--- src/design/cfd_regs.svh ---
// Constants for the channel fault diagnosis block
// Summary of operation
// RQ1: Each channel holds a two-bit code: 00 short to ground, 01 open load, 10 overcurrent, 11 no fault.
// RQ2: Codes have no priority; any newly detected condition overwrites the held code.
// RQ3: Overcurrent or overtemperature switches the channel off and records code 10.
// RQ4: Each off-state diagnosis is qualified by a filter delay of at most 220 us before it is stored; blind time gives channels 7 to 10 up to 5 ms.
// RQ5: A change between short to ground and open load while pending keeps the timer and stores the latest.
// RQ6: The host avoids off periods shorter than the 220 us maximum filter delay.
// RQ7: Blind-time bits lengthen the filter of channels 7 to 10 to typically 2.5 ms or 5 ms.
// RQ8: The host pairs channels 7 with 8 and 9 with 10 for anti-parallel loads.
// RQ9: After reading open load the host holds the channel off for the filter delay and rereads.
// RQ10: After reading overcurrent the host clears the off-diagnosis enable and then issues a clear.
// RQ11: During confirmation the host switches the channel on, rereads, then sets the enable again.
// RQ12: A clear command for a channel returns its code to no fault.
// RQ13: A channel switched off by overcurrent stays off until cleared or overridden by a new code.
// RQ14: Off-state diagnoses are evaluated only while the channel's off-diagnosis enable is set.
`ifndef CFD_REGS_SVH
`define CFD_REGS_SVH
`define CFD_CLK_HZ 10000000
`define CFD_TD_STD_US 220
`define CFD_TD_MID_US 2500
`define CFD_TD_LONG_US 5000
`define CFD_CYC(us) ((us) * (`CFD_CLK_HZ / 1000000))
`define CFD_TD_STD_CYC `CFD_CYC(`CFD_TD_STD_US)
`define CFD_TD_MID_CYC `CFD_CYC(`CFD_TD_MID_US)
`define CFD_TD_LONG_CYC `CFD_CYC(`CFD_TD_LONG_US)
`define CFD_NUM_CH 10
`define CFD_FIRST_EXT_CH 6
`define CFD_DIAG_ENABLE_RST 1'b1
`endif

--- src/design/cfd_pkg.sv ---
// Types for the channel fault diagnosis block
package cfd_pkg;
  typedef enum logic [1:0] {
    CFD_SCG = 2'h0,
    CFD_OL = 2'h1,
    CFD_OCT = 2'h2,
    CFD_OK = 2'h3
  } cfd_code_type;
  // Filter state, Gray order idle -> pending -> store
  typedef enum logic [1:0] {
    CFD_IDLE = 2'h0,
    CFD_PEND = 2'h1,
    CFD_STORE = 2'h3
  } cfd_state_type;
  // Synchronised detector levels of one channel
  typedef struct packed {
    logic short_to_ground;
    logic open_load;
    logic overcurrent_overtemp;
  } cfd_det_type;
  typedef enum logic [1:0] {
    CFD_BT_STD = 2'h0,
    CFD_BT_MID = 2'h2,
    CFD_BT_LONG = 2'h3
  } cfd_bt_type;
endpackage : cfd_pkg

--- src/design/cfd_channel.sv ---
// One channel: delay filter, code store and overcurrent latch
`include "cfd_regs.svh"
module cfd_channel #(
  parameter int CNT_W = 16
) (
  input wire logic clk, // System clock
  input wire logic rst_n, // Synchronous reset, low
  input wire logic [CNT_W-1:0] delay_cyc, // Filter length in cycles
  input cfd_pkg::cfd_det_type det, // Synchronised detector levels
  input wire logic ctrl_on, // Requested channel state
  input wire logic off_diag_enable, // Off-state diagnosis enable
  input wire logic diag_clear_cmd, // One-cycle clear pulse
  output cfd_pkg::cfd_code_type channel_diag_code, // Stored code
  output logic out_on // Power stage drive
);
  cfd_pkg::cfd_state_type state_reg, state_next;
  cfd_pkg::cfd_code_type code_reg, code_next, pend_reg, pend_next;
  logic [CNT_W-1:0] cnt_reg, cnt_next;
  logic latch_reg, latch_next;
  logic out_reg, out_next;
  logic off_cond;

  // Counter must hold more than one bit
  if (CNT_W < 2) begin : g_bad_width
    $error("cfd_channel: CNT_W too small");
  end

  // Off-state faults seen only while off and enabled
  assign off_cond = !out_reg && off_diag_enable && (det.short_to_ground || det.open_load); // [RQ14]

  // Next state of filter, code and latch
  always_comb begin
    state_next = state_reg;
    code_next = code_reg;
    pend_next = pend_reg;
    cnt_next = cnt_reg;
    latch_next = latch_reg;
    case (state_reg)
      cfd_pkg::CFD_IDLE: begin
        if (off_cond) begin
          state_next = cfd_pkg::CFD_PEND; // [RQ4]
          cnt_next = delay_cyc;
          pend_next = det.short_to_ground ? cfd_pkg::CFD_SCG : cfd_pkg::CFD_OL;
        end
      end
      cfd_pkg::CFD_PEND: begin
        if (!off_cond) begin
          state_next = cfd_pkg::CFD_IDLE; // Condition vanished, nothing stored
        end else begin
          // Flip between the two keeps the running timer
          pend_next = det.short_to_ground ? cfd_pkg::CFD_SCG : cfd_pkg::CFD_OL; // [RQ5]
          if (cnt_reg <= CNT_W'(1)) begin
            state_next = cfd_pkg::CFD_STORE;
          end else begin
            cnt_next = cnt_reg - CNT_W'(1);
          end
        end
      end
      cfd_pkg::CFD_STORE: begin
        code_next = pend_reg; // [RQ2] [RQ4]
        latch_next = 1'b0; // New code overrides the trip [RQ13]
        if (!off_cond) state_next = cfd_pkg::CFD_IDLE;
      end
      default: state_next = cfd_pkg::CFD_IDLE;
    endcase
    // Clear after the filter store but before overcurrent, so a simultaneous overcurrent still lands
    if (diag_clear_cmd) begin
      code_next = cfd_pkg::CFD_OK; // [RQ12]
      latch_next = 1'b0; // [RQ13]
    end
    // Overcurrent acts at once, no filter; it trips the stage
    if (out_reg && det.overcurrent_overtemp) begin
      code_next = cfd_pkg::CFD_OCT; // [RQ3] [RQ2]
      latch_next = 1'b1; // [RQ3] [RQ13]
    end
    out_next = ctrl_on && !latch_next; // [RQ13]
  end

  // Register the channel state
  always_ff @(posedge clk) begin
    if (!rst_n) begin
      state_reg <= cfd_pkg::CFD_IDLE;
      code_reg <= cfd_pkg::CFD_OK;
      pend_reg <= cfd_pkg::CFD_OK;
      cnt_reg <= '0;
      latch_reg <= 1'b0;
      out_reg <= 1'b0;
    end else begin
      state_reg <= state_next;
      code_reg <= code_next;
      pend_reg <= pend_next;
      cnt_reg <= cnt_next;
      latch_reg <= latch_next;
      out_reg <= out_next;
    end
  end

  assign channel_diag_code = code_reg; // [RQ1]
  assign out_on = out_reg;
endmodule : cfd_channel

--- src/design/cfd_diag.sv ---
// Ten-channel fault diagnosis top
`include "cfd_regs.svh"
module cfd_diag #(
  parameter int NUM_CH = `CFD_NUM_CH,
  parameter int TD_STD_CYC = `CFD_TD_STD_CYC,
  parameter int TD_MID_CYC = `CFD_TD_MID_CYC,
  parameter int TD_LONG_CYC = `CFD_TD_LONG_CYC
) (
  input wire logic CLK, // 10 MHz clock
  input wire logic RST_N, // Synchronous reset, low
  input wire logic [NUM_CH-1:0] CTRL_ON, // Channel on requests
  input wire logic [NUM_CH-1:0] DET_SHORT_TO_GROUND, // Raw short detector
  input wire logic [NUM_CH-1:0] DET_OPEN_LOAD, // Raw open-load detector
  input wire logic [NUM_CH-1:0] DET_OVERCURRENT_OVERTEMP, // Raw overload detector
  input wire logic [NUM_CH-1:0] OFF_DIAG_ENABLE, // Off-state diagnosis enables
  input wire logic [NUM_CH-1:0] DIAG_CLEAR_CMD, // Clear pulses, one per channel
  input wire logic [1:0] DIAG_BLIND_TIME_SEL, // Filter length, channels 7 to 10
  output logic [2*NUM_CH-1:0] CHANNEL_DIAG_CODE, // Two bits per channel
  output logic [NUM_CH-1:0] OUT_ON // Power stage drives
);
  localparam int CNT_W = $clog2(TD_LONG_CYC + 1);
  logic [NUM_CH-1:0] sg_s1, sg_s2, ol_s1, ol_s2, oc_s1, oc_s2;
  logic [CNT_W-1:0] dly_std, dly_ext;

  // Refuse sizes the channel split and counters cannot serve
  if (NUM_CH < `CFD_FIRST_EXT_CH + 1) begin : g_bad_count
    $error("cfd_diag: NUM_CH too small");
  end
  if (TD_STD_CYC < 1 || TD_MID_CYC < TD_STD_CYC || TD_LONG_CYC < TD_MID_CYC) begin : g_bad_len
    $error("cfd_diag: bad filter lengths");
  end

  //////////////////////////////////////////////////////////////////////////////
  // Detectors are analog, asynchronous: two flops each
  always_ff @(posedge CLK) begin
    if (!RST_N) begin
      sg_s1 <= '0;
      sg_s2 <= '0;
      ol_s1 <= '0;
      ol_s2 <= '0;
      oc_s1 <= '0;
      oc_s2 <= '0;
    end else begin
      sg_s1 <= DET_SHORT_TO_GROUND;
      sg_s2 <= sg_s1;
      ol_s1 <= DET_OPEN_LOAD;
      ol_s2 <= ol_s1;
      oc_s1 <= DET_OVERCURRENT_OVERTEMP;
      oc_s2 <= oc_s1;
    end
  end

  //////////////////////////////////////////////////////////////////////////////
  // Blind-time decode; upper bit selects an extended length, lower bit picks 5 ms over 2.5 ms
  always_comb begin
    dly_std = CNT_W'(TD_STD_CYC); // [RQ4]
    case (DIAG_BLIND_TIME_SEL)
      cfd_pkg::CFD_BT_MID: dly_ext = CNT_W'(TD_MID_CYC); // [RQ7]
      cfd_pkg::CFD_BT_LONG: dly_ext = CNT_W'(TD_LONG_CYC); // [RQ7]
      default: dly_ext = CNT_W'(TD_STD_CYC);
    endcase
  end

  //////////////////////////////////////////////////////////////////////////////
  // One filter per channel; channels 7 to 10 take the extended length
  for (genvar i = 0; i < NUM_CH; i++) begin : g_ch
    cfd_channel #(.CNT_W(CNT_W)) u_ch (
      .clk(CLK),
      .rst_n(RST_N),
      .delay_cyc((i >= `CFD_FIRST_EXT_CH) ? dly_ext : dly_std), // [RQ7]
      .det('{short_to_ground: sg_s2[i], open_load: ol_s2[i],
             overcurrent_overtemp: oc_s2[i]}),
      .ctrl_on(CTRL_ON[i]),
      .off_diag_enable(OFF_DIAG_ENABLE[i]),
      .diag_clear_cmd(DIAG_CLEAR_CMD[i]),
      .channel_diag_code(CHANNEL_DIAG_CODE[2*i +: 2]),
      .out_on(OUT_ON[i])
    );
  end
endmodule : cfd_diag

--- config.mk ---
export PLATFORM = sky130hd
export DESIGN_NAME = cfd_diag
export DESIGN_NICKNAME = d
export VERILOG_FILES = /design/src/design/cfd_pkg.sv /design/src/design/cfd_channel.sv /design/src/design/cfd_diag.sv
export VERILOG_INCLUDE_DIRS = /design/src /design/src/design
export SDC_FILE = /design/constraint.sdc
export NUM_CORES = 1
export LEC_CHECK = 0
export BUFFER_PORTS_ARGS = -buffer_cell sky130_fd_sc_hd__buf_2
export CAP_MARGIN = 20
export CORE_UTILIZATION = 55
export DETAILED_ROUTE_END_ITERATION = 8
export GPL_TIMING_DRIVEN = 0
export HOLD_SLACK_MARGIN = 0.02
export PLACE_DENSITY = 0.87
export SYNTH_ARGS = -nofsm -noshare
export SYNTH_HDL_FRONTEND = slang
export SYNTH_SLANG_ARGS = --single-unit
export TNS_END_PERCENT = 20
--- constraint.sdc ---
create_clock -name CLK -period 2.14 [get_ports CLK]
set_input_delay 0.214 -clock CLK [delete_from_list [all_inputs] [get_ports CLK]]
set_output_delay 0.214 -clock CLK [all_outputs]
set_load 0.01 [all_outputs]
==> impl_metrics.csv, run 1 <==
group,metric,value,unit
outcome,status,"finished with violations",
outcome,violations,"negative setup slack",
global_route,grt_max_degree,20,
clock_tree,h-tree-depth,1,
pwr,p_sw_share,25.8,%
floorplan,core,24400,um2
route,routed_wl,42500,um
placement,place.gp.congestion,0.939,
route,antenna_left,0,
worst_setup_path,crit_start,"g_ch[5].u_ch.cnt_reg[0]",
route,drt_iter0_drc,1464,
cells_and_area,drive_gt1_share,21.7,%
synthesis,synth_edf_count,0,
route,routed_via_density,6.42,
run,max_cap_viol_count,0,
cells_and_area,largest_register_ffs,160,
synthesis,ys_warn_count,0,
sta,fin_crit_sh,106,%
global_route,grt_pass1_wl,64000,um
route,m1WireLength,16000,um
cells_and_area,n_fill_cell,1690,
clock_tree,numCtsBuffers,29,
worst_setup_path,crit_fanout,4,
worst_setup_path,cp.required,2630,ps
worst_setup_path,critPathKind,"flop to flop",
pwr,clockPowerShare,41.5,%
sta,worst_pin_slew,1190,ps
worst_setup_path,crit_path_end,"g_ch[5].u_ch.cnt_reg[14]",
synthesis,netlist_area,13700,um2
global_route,grt_usage,30.6,%
floorplan,io_pins,94,
clock_tree,cts_buffer_depth,3,
floorplan,placementRows,57,
global_route,grt_pass1_vias,12800,
route,drc,0,
floorplan,die_area,25600,um2
sta,drv_slew,0,
route,detail_route.wl_per_cell,19.6,um
worst_setup_path,r2r_cells,7,
worst_setup_path,cp-start-kind,"flop",
sta,max_freq,441,MHz
sta,timing.setup.tns,-850,ps
worst_setup_path,cp-end-kind,"flop",
pwr,p_leak,0.00658,uW
floorplan,floorplan.initialDensity,56.3,%
clock_tree,clock_latency,560,ps
route,dr_wl_met3,4090,um
pwr,combPwrFrac,13.9,%
pwr,powerDensity,778,nW/um2
route,vias,13900,
clock_tree,cts_tree,"done",
cells_and_area,area_delta_synth_final,25.5,%
synthesis,synthFlopType,"dfxtp_1",
route,dr_wl_met2,19800,um
worst_setup_path,timing.rr.start,"g_ch[5].u_ch.cnt_reg[0]",
placement,portBuffers,93,
worst_setup_path,timing.rr.end,"g_ch[5].u_ch.cnt_reg[14]",
sta,grt_setup_unrepaired,"true",
route,top_layer,"met4",
cells_and_area,finalNetCount,1903,
sta,fin_worst_skew,16.9,ps
sta,fin_crit,2270,ps
synthesis,synth_top_cell_by_area,"dfxtp_1",
pwr,pwr-share-seq,44.6,%
synthesis,synth_nets,1698,
worst_hold_path,hold_class,"input port to flop",
sta,worst_slack,-130,ps
floorplan,die_h,160,um
global_route,grt_antenna_before_repair,2,
sta,slew_headroom,20.9,%
sta,setup_viol,19,
synthesis,yosysSeqAreaShare,43.7,%
synthesis,ys_seq_elements,300,
clock_tree,clock_sinks,300,
worst_setup_path,rrSetupSlack,-130,ps
placement,dp_hpwl,25900,um
route,dr.pass1.iters,6,
clock_tree,clk_pin_slew,70,ps
synthesis,synth.area.top_cells,"dfxtp_1, a21oi_1, nand2_1, o21ai_0, nor2_1",
synthesis,netlist_instances,1614,
global_route,overflow,0,
synthesis,synth_top_area_share,43.7,%
pwr,peakVddDrop,623,uV
pwr,p_switching,3460,uW
floorplan,die_width,160,um
worst_hold_path,holdPathStages,3,
synthesis,synth_cell_types,72,
clock_tree,cts_root_buf,"clkbuf_16",
synthesis,syn_avg_cell_area,8.51,um2
cells_and_area,finish.utilization,70.6,%
synthesis,async_flop_share,0,%
sta,final-hold-violation-count,0,
pwr,p_int,9940,uW
worst_setup_path,cp.arrival,2760,ps
-- per-stage QoR --
step / instance area (um2) / total power, uW / std cells / worst slack [ps] / hold slack, ps
after floorplan: 13800 / 7040 / 1614 / -108 / 323
after global placement: 14700 / 7430 / 2031 / -1040 / 415
after detailed placement: 14700 / 7480 / 2032 / -1110 / 418
after CTS: 16600 / 13100 / 2139 / -170 / 33.0
after global routing: 17200 / 13800 / 2164 / -163 / 63.0
final: 17200 / 13400 / 2165 / -130 / 49.6
-- cell families (layout without fill, tap and decap cells) --
logic type,after synthesis,count (layout),share of synthesized area (%)
buffers and inverters,152,378,4.78
AO/OA/AOI/OAI,407,407,18.4
XOR/XNOR,13,13,0.829
flip-flops,300,300,43.7
AND/OR/NAND/NOR,689,689,27.9
adder cells (fa/ha/maj),20,20,1.82
multiplexers,33,33,2.52
other,0,1,0
-- power groups by stage --
stage / combinational (uW) / sequential, uW / clock (uW)
6_report: 1860 / 5980 / 5560
3_3_place_gp: 1360 / 6060 / 0
2_1_floorplan: 1020 / 6020 / 0
3_5_place_dp: 1410 / 6070 / 0
4_1_cts: 1600 / 5960 / 5590
5_1_grt: 1990 / 6000 / 5810
-- cell type report --
class	instances	area, um2	share of cell area (%)
diodes	1	2.50	0.0145
plain buffers	83	473	2.74
clock buffers	39	843	4.89
clock inverters	13	200	1.16
inverters	59	224	1.30
multi-input cells	1162	7730	44.8
flip-flops and latches	300	6040	35.0
well taps	324	405	2.35
repair buffers	184	1320	7.65
-- critical path, stage by stage (launching register included) --
cell     delay, ps
dfxtp_4        360
inv_4           60
ha_4           130
or3b_4         380
or4_4          460
or3_4          340
or3_4          340
a21oi_2        130
-- what timing repair did --
| item | CTS | global route |
|---|---|---|
| hold buffers | 52 | 0 |
| cloned | 0 | 3 |
| pin swaps | 22 | 28 |
| endpoints found under the hold margin | 63 | 0 |
| gates resized for setup | 82 | 106 |
| setup endpoints to repair | 155 | 143 |
| setup buffers | 8 | 27 |
-- Yosys cell counts, types with 8 or more instances --
| cell type | n |
|---|---|
| dfxtp_1 | 300 |
| a21oi_1 | 149 |
| nand2_1 | 144 |
| nor2_1 | 109 |
| o21ai_0 | 86 |
| clkbuf_1 | 65 |
| and2_1 | 63 |
| inv_1 | 59 |
| or3_1 | 59 |
| nand3_1 | 49 |
| nor3_1 | 47 |
| or4_1 | 40 |
| o31ai_1 | 32 |
| nor4_1 | 26 |
| nand4_1 | 25 |
| o211ai_1 | 22 |
| ha_1 | 20 |
| mux2i_1 | 20 |
| a31oi_1 | 19 |
| nand2b_1 | 19 |
| and3_1 | 14 |
| buf_4 | 14 |
| mux2_2 | 13 |
| or2_2 | 13 |
| nand4b_1 | 11 |
| or4b_2 | 11 |
| a32oi_1 | 10 |
| nand3b_1 | 10 |
| nor4b_1 | 10 |
| nor3b_1 | 9 |
| o21ai_1 | 9 |
| o41ai_1 | 9 |
| nor2b_1 | 8 |
-- layer usage --
| metal | up-vias | track usage, % |
|---|---|---|
| met1 | 6489 | 38.3 |
| met3 | 209 | 4.31 |
| met4 | 0 | 18.5 |
| li1 | 6320 | - |
| met2 | 892 | 50.2 |
| met5 | - | 0 |
-- worst min-delay path by stage --
stage                        from                           endpoint  slack [ps]
3_3_place_gp             sg_s1[9]                           sg_s2[9]         420
2_1_floorplan   DIAG_CLEAR_CMD[0]  g_ch[0].u_ch.channel_diag_code[1]         320
6_report       OFF_DIAG_ENABLE[5]          g_ch[5].u_ch.state_reg[1]          50
4_1_cts        OFF_DIAG_ENABLE[5]          g_ch[5].u_ch.state_reg[1]          30
3_5_place_dp             oc_s1[5]                           oc_s2[5]         420
5_1_grt        OFF_DIAG_ENABLE[5]          g_ch[5].u_ch.state_reg[1]          60
-- layout by cell type, fill, tap and decap left out, types with 31 or more instances in the layout --
cell type / instances
dfxtp_1: 277
nand2_1: 144
a21oi_1: 137
nor2_1: 106
buf_2: 96
o21ai_0: 85
and2_1: 63
inv_1: 57
or3_1: 52
dlygate4sd3_1: 52
nand3_1: 47
clkbuf_1: 46
buf_4: 46
nor3_1: 42
o31ai_1: 31
clkbuf_16: 31
(Power assumes the default switching activity.)
==> run 2, diff against run 1 <==
--- a/config.mk
+++ b/config.mk
@@ -8,11 +8,12 @@
 export LEC_CHECK = 0
 export BUFFER_PORTS_ARGS = -buffer_cell sky130_fd_sc_hd__buf_2
 export CAP_MARGIN = 20
-export CORE_UTILIZATION = 55
+export CORE_UTILIZATION = 52
 export DETAILED_ROUTE_END_ITERATION = 8
 export GPL_TIMING_DRIVEN = 0
 export HOLD_SLACK_MARGIN = 0.02
-export PLACE_DENSITY = 0.87
+export PLACE_DENSITY = 0.84
+export RECOVER_POWER = 50
 export SYNTH_ARGS = -nofsm -noshare
 export SYNTH_HDL_FRONTEND = slang
 export SYNTH_SLANG_ARGS = --single-unit
==> run 2 against run 1 <==
The flow still finishes with violations (negative setup slack). Global-route usage fell by 0.96 points. Cell count rose by 1.5%. Clock-buffer cell count rose by 5. Clock power fell by 6.8%. Sequential power barely moved. First-iteration DRC count fell by 6.7%. Largest power group unchanged. Highest routed layer unchanged.
==> impl_metrics.csv, run 2 (synthesis results as in run 1) <==
group,metric,value,unit
placement,place.gp.congestion,0.909,
clock_tree,clock_sinks,300,
cells_and_area,final_cell_mix,"dfxtp_1, nand2_1, a21oi_1",
sta,fin_crit_sh,111,%
floorplan,die_area,27100,um2
sta,holdWs,50.1,ps
clock_tree,cts_buffer_depth,3,
pwr,p_leak,0.00662,uW
worst_setup_path,max_stage_delay,430,ps
route,drc,0,
worst_setup_path,crit_fanout,4,
clock_tree,numCtsBuffers,30,
route,routed_via_density,6.33,
sta,worst_pin_slew,1150,ps
global_route,grt_usage,29.7,%
cells_and_area,n_fill_cell,1912,
sta,fin_crit,2370,ps
clock_tree,clk_pin_slew,60,ps
sta,final-hold-violation-count,0,
pwr,total_power,13100,uW
sta,drv_slew,0,
route,antenna_left,0,
floorplan,die_width,164,um
route,vias,13900,
worst_setup_path,cp.arrival,2870,ps
cells_and_area,area_delta_synth_final,26.8,%
sta,grt_setup_unrepaired,"true",
run,max_cap_viol_count,0,
floorplan,floorplan.initialDensity,52.8,%
cells_and_area,drive_gt1_share,22.2,%
placement,dp_hpwl,26300,um
clock_tree,cts_tree,"done",
route,routed_wl,43500,um
sta,setup_viol,37,
sta,slew_headroom,23.5,%
sta,timing.setup.tns,-1960,ps
clock_tree,cts_root_buf,"clkbuf_16",
sta,fin_worst_skew,15.7,ps
worst_setup_path,critPathTopFamily,"simple AND/OR/NAND/NOR gates",
worst_setup_path,path_buf_inv,2,
worst_hold_path,hold_class,"input port to flop",
floorplan,placementRows,59,
global_route,overflow,0,
route,drt_iter0_drc,1366,
worst_setup_path,cp.required,2630,ps
worst_setup_path,cp-start-kind,"flop",
outcome,violations,"negative setup slack",
cells_and_area,mostFrequentLayoutCell,"dfxtp_1",
route,detail_route.wl_per_cell,19.8,um
clock_tree,h-tree-depth,1,
cells_and_area,largest_register_ffs,160,
floorplan,core,26000,um2
pwr,powerDensity,752,nW/um2
outcome,status,"finished with violations",
clock_tree,clock_latency,560,ps
cells_and_area,final_area,17400,um2
floorplan,io_pins,94,
global_route,grt_pass1_vias,12600,
worst_setup_path,critPathKind,"flop to flop",
sta,worst_slack,-233,ps
placement,portBuffers,93,
cells_and_area,finalNetCount,1924,
route,dr.pass1.iters,6,
worst_setup_path,critPathSlowestCell,"or4_4",
floorplan,die_h,164,um
placement,place_area,14700,um2
worst_setup_path,cp_common_cell,"or3_4",
pwr,peakVddDrop,579,uV
worst_setup_path,cp-end-kind,"flop",
global_route,grt_max_degree,18,
worst_setup_path,crit_chain,"inv_2, ha_4, or3b_4, or4_4, buf_6, or3_4, or3_4, a21oi_2",
sta,max_freq,421,MHz
global_route,grt_pass1_wl,64300,um
global_route,grt_antenna_before_repair,3,
==> run 2: layout make-up <==
type / instances / area (um2) / area share, %
inverter: 59 / 224 / 1.29
timing repair buffer: 203 / 1460 / 8.40
buffer: 82 / 467 / 2.68
antenna: 1 / 2.50 / 0.0144
clock buffer: 44 / 885 / 5.08
clock inverter: 9 / 75.1 / 0.431
tap: 335 / 419 / 2.41
multi-input combinational: 1164 / 7830 / 45.0
sequential: 300 / 6050 / 34.7
==> run 2: tightest hold or removal path, delay by kind of cell <==
family | cells | cell delay, ps
buf+inv | 1 | 110
simple gates | 1 | 200
compound gates | 1 | 30
==> run 2: what timing repair did <==
item / CTS / global route
hold buffers: 52 / 0
cloned: 1 / 4
pin swaps: 18 / 42
setup endpoints to repair: 157 / 131
buffers inserted: 9 / 44
gates resized for setup: 80 / 128
endpoints found under the hold margin: 64 / 0
==> run 2: where the power goes <==
group	switching, uW	total (uW)	internal (uW)
Clock	2210	5180	2960
Combinational	1090	1930	837
Sequential	193	5980	5790
==> run 2: worst paths after layout <==
path         slack (ps)  cells after the start                   endpoint                    start
min reg2reg         430                      1                   sg_s2[7]                 sg_s1[7]
max reg2reg        -230                      8   g_ch[5].u_ch.cnt_reg[14]  g_ch[5].u_ch.cnt_reg[1]
min                  50                      3  g_ch[8].u_ch.state_reg[0]       OFF_DIAG_ENABLE[8]
max                -230                      8   g_ch[5].u_ch.cnt_reg[14]  g_ch[5].u_ch.cnt_reg[1]
==> run 2: per-stage QoR <==
stage | cells | utilization (%) | setup WS [ps]
CTS | 2152 | 63.8 | -283
detailed placement | 2043 | 56.5 | -1170
floorplan | 1614 | - | -108
global route | 2196 | 67.0 | -275
global placement | 2042 | 56.4 | -1170
finish | 2197 | 67.0 | -233
==> run 2: layer usage <==
layer | up-vias | GRT usage, % | wire length, um
met5 | - | 0 | 0
met4 | 0 | 13.0 | 2360
met3 | 191 | 4.97 | 4030
met2 | 798 | 50.7 | 20500
met1 | 6543 | 36.7 | 16600
li1 | 6365 | - | -
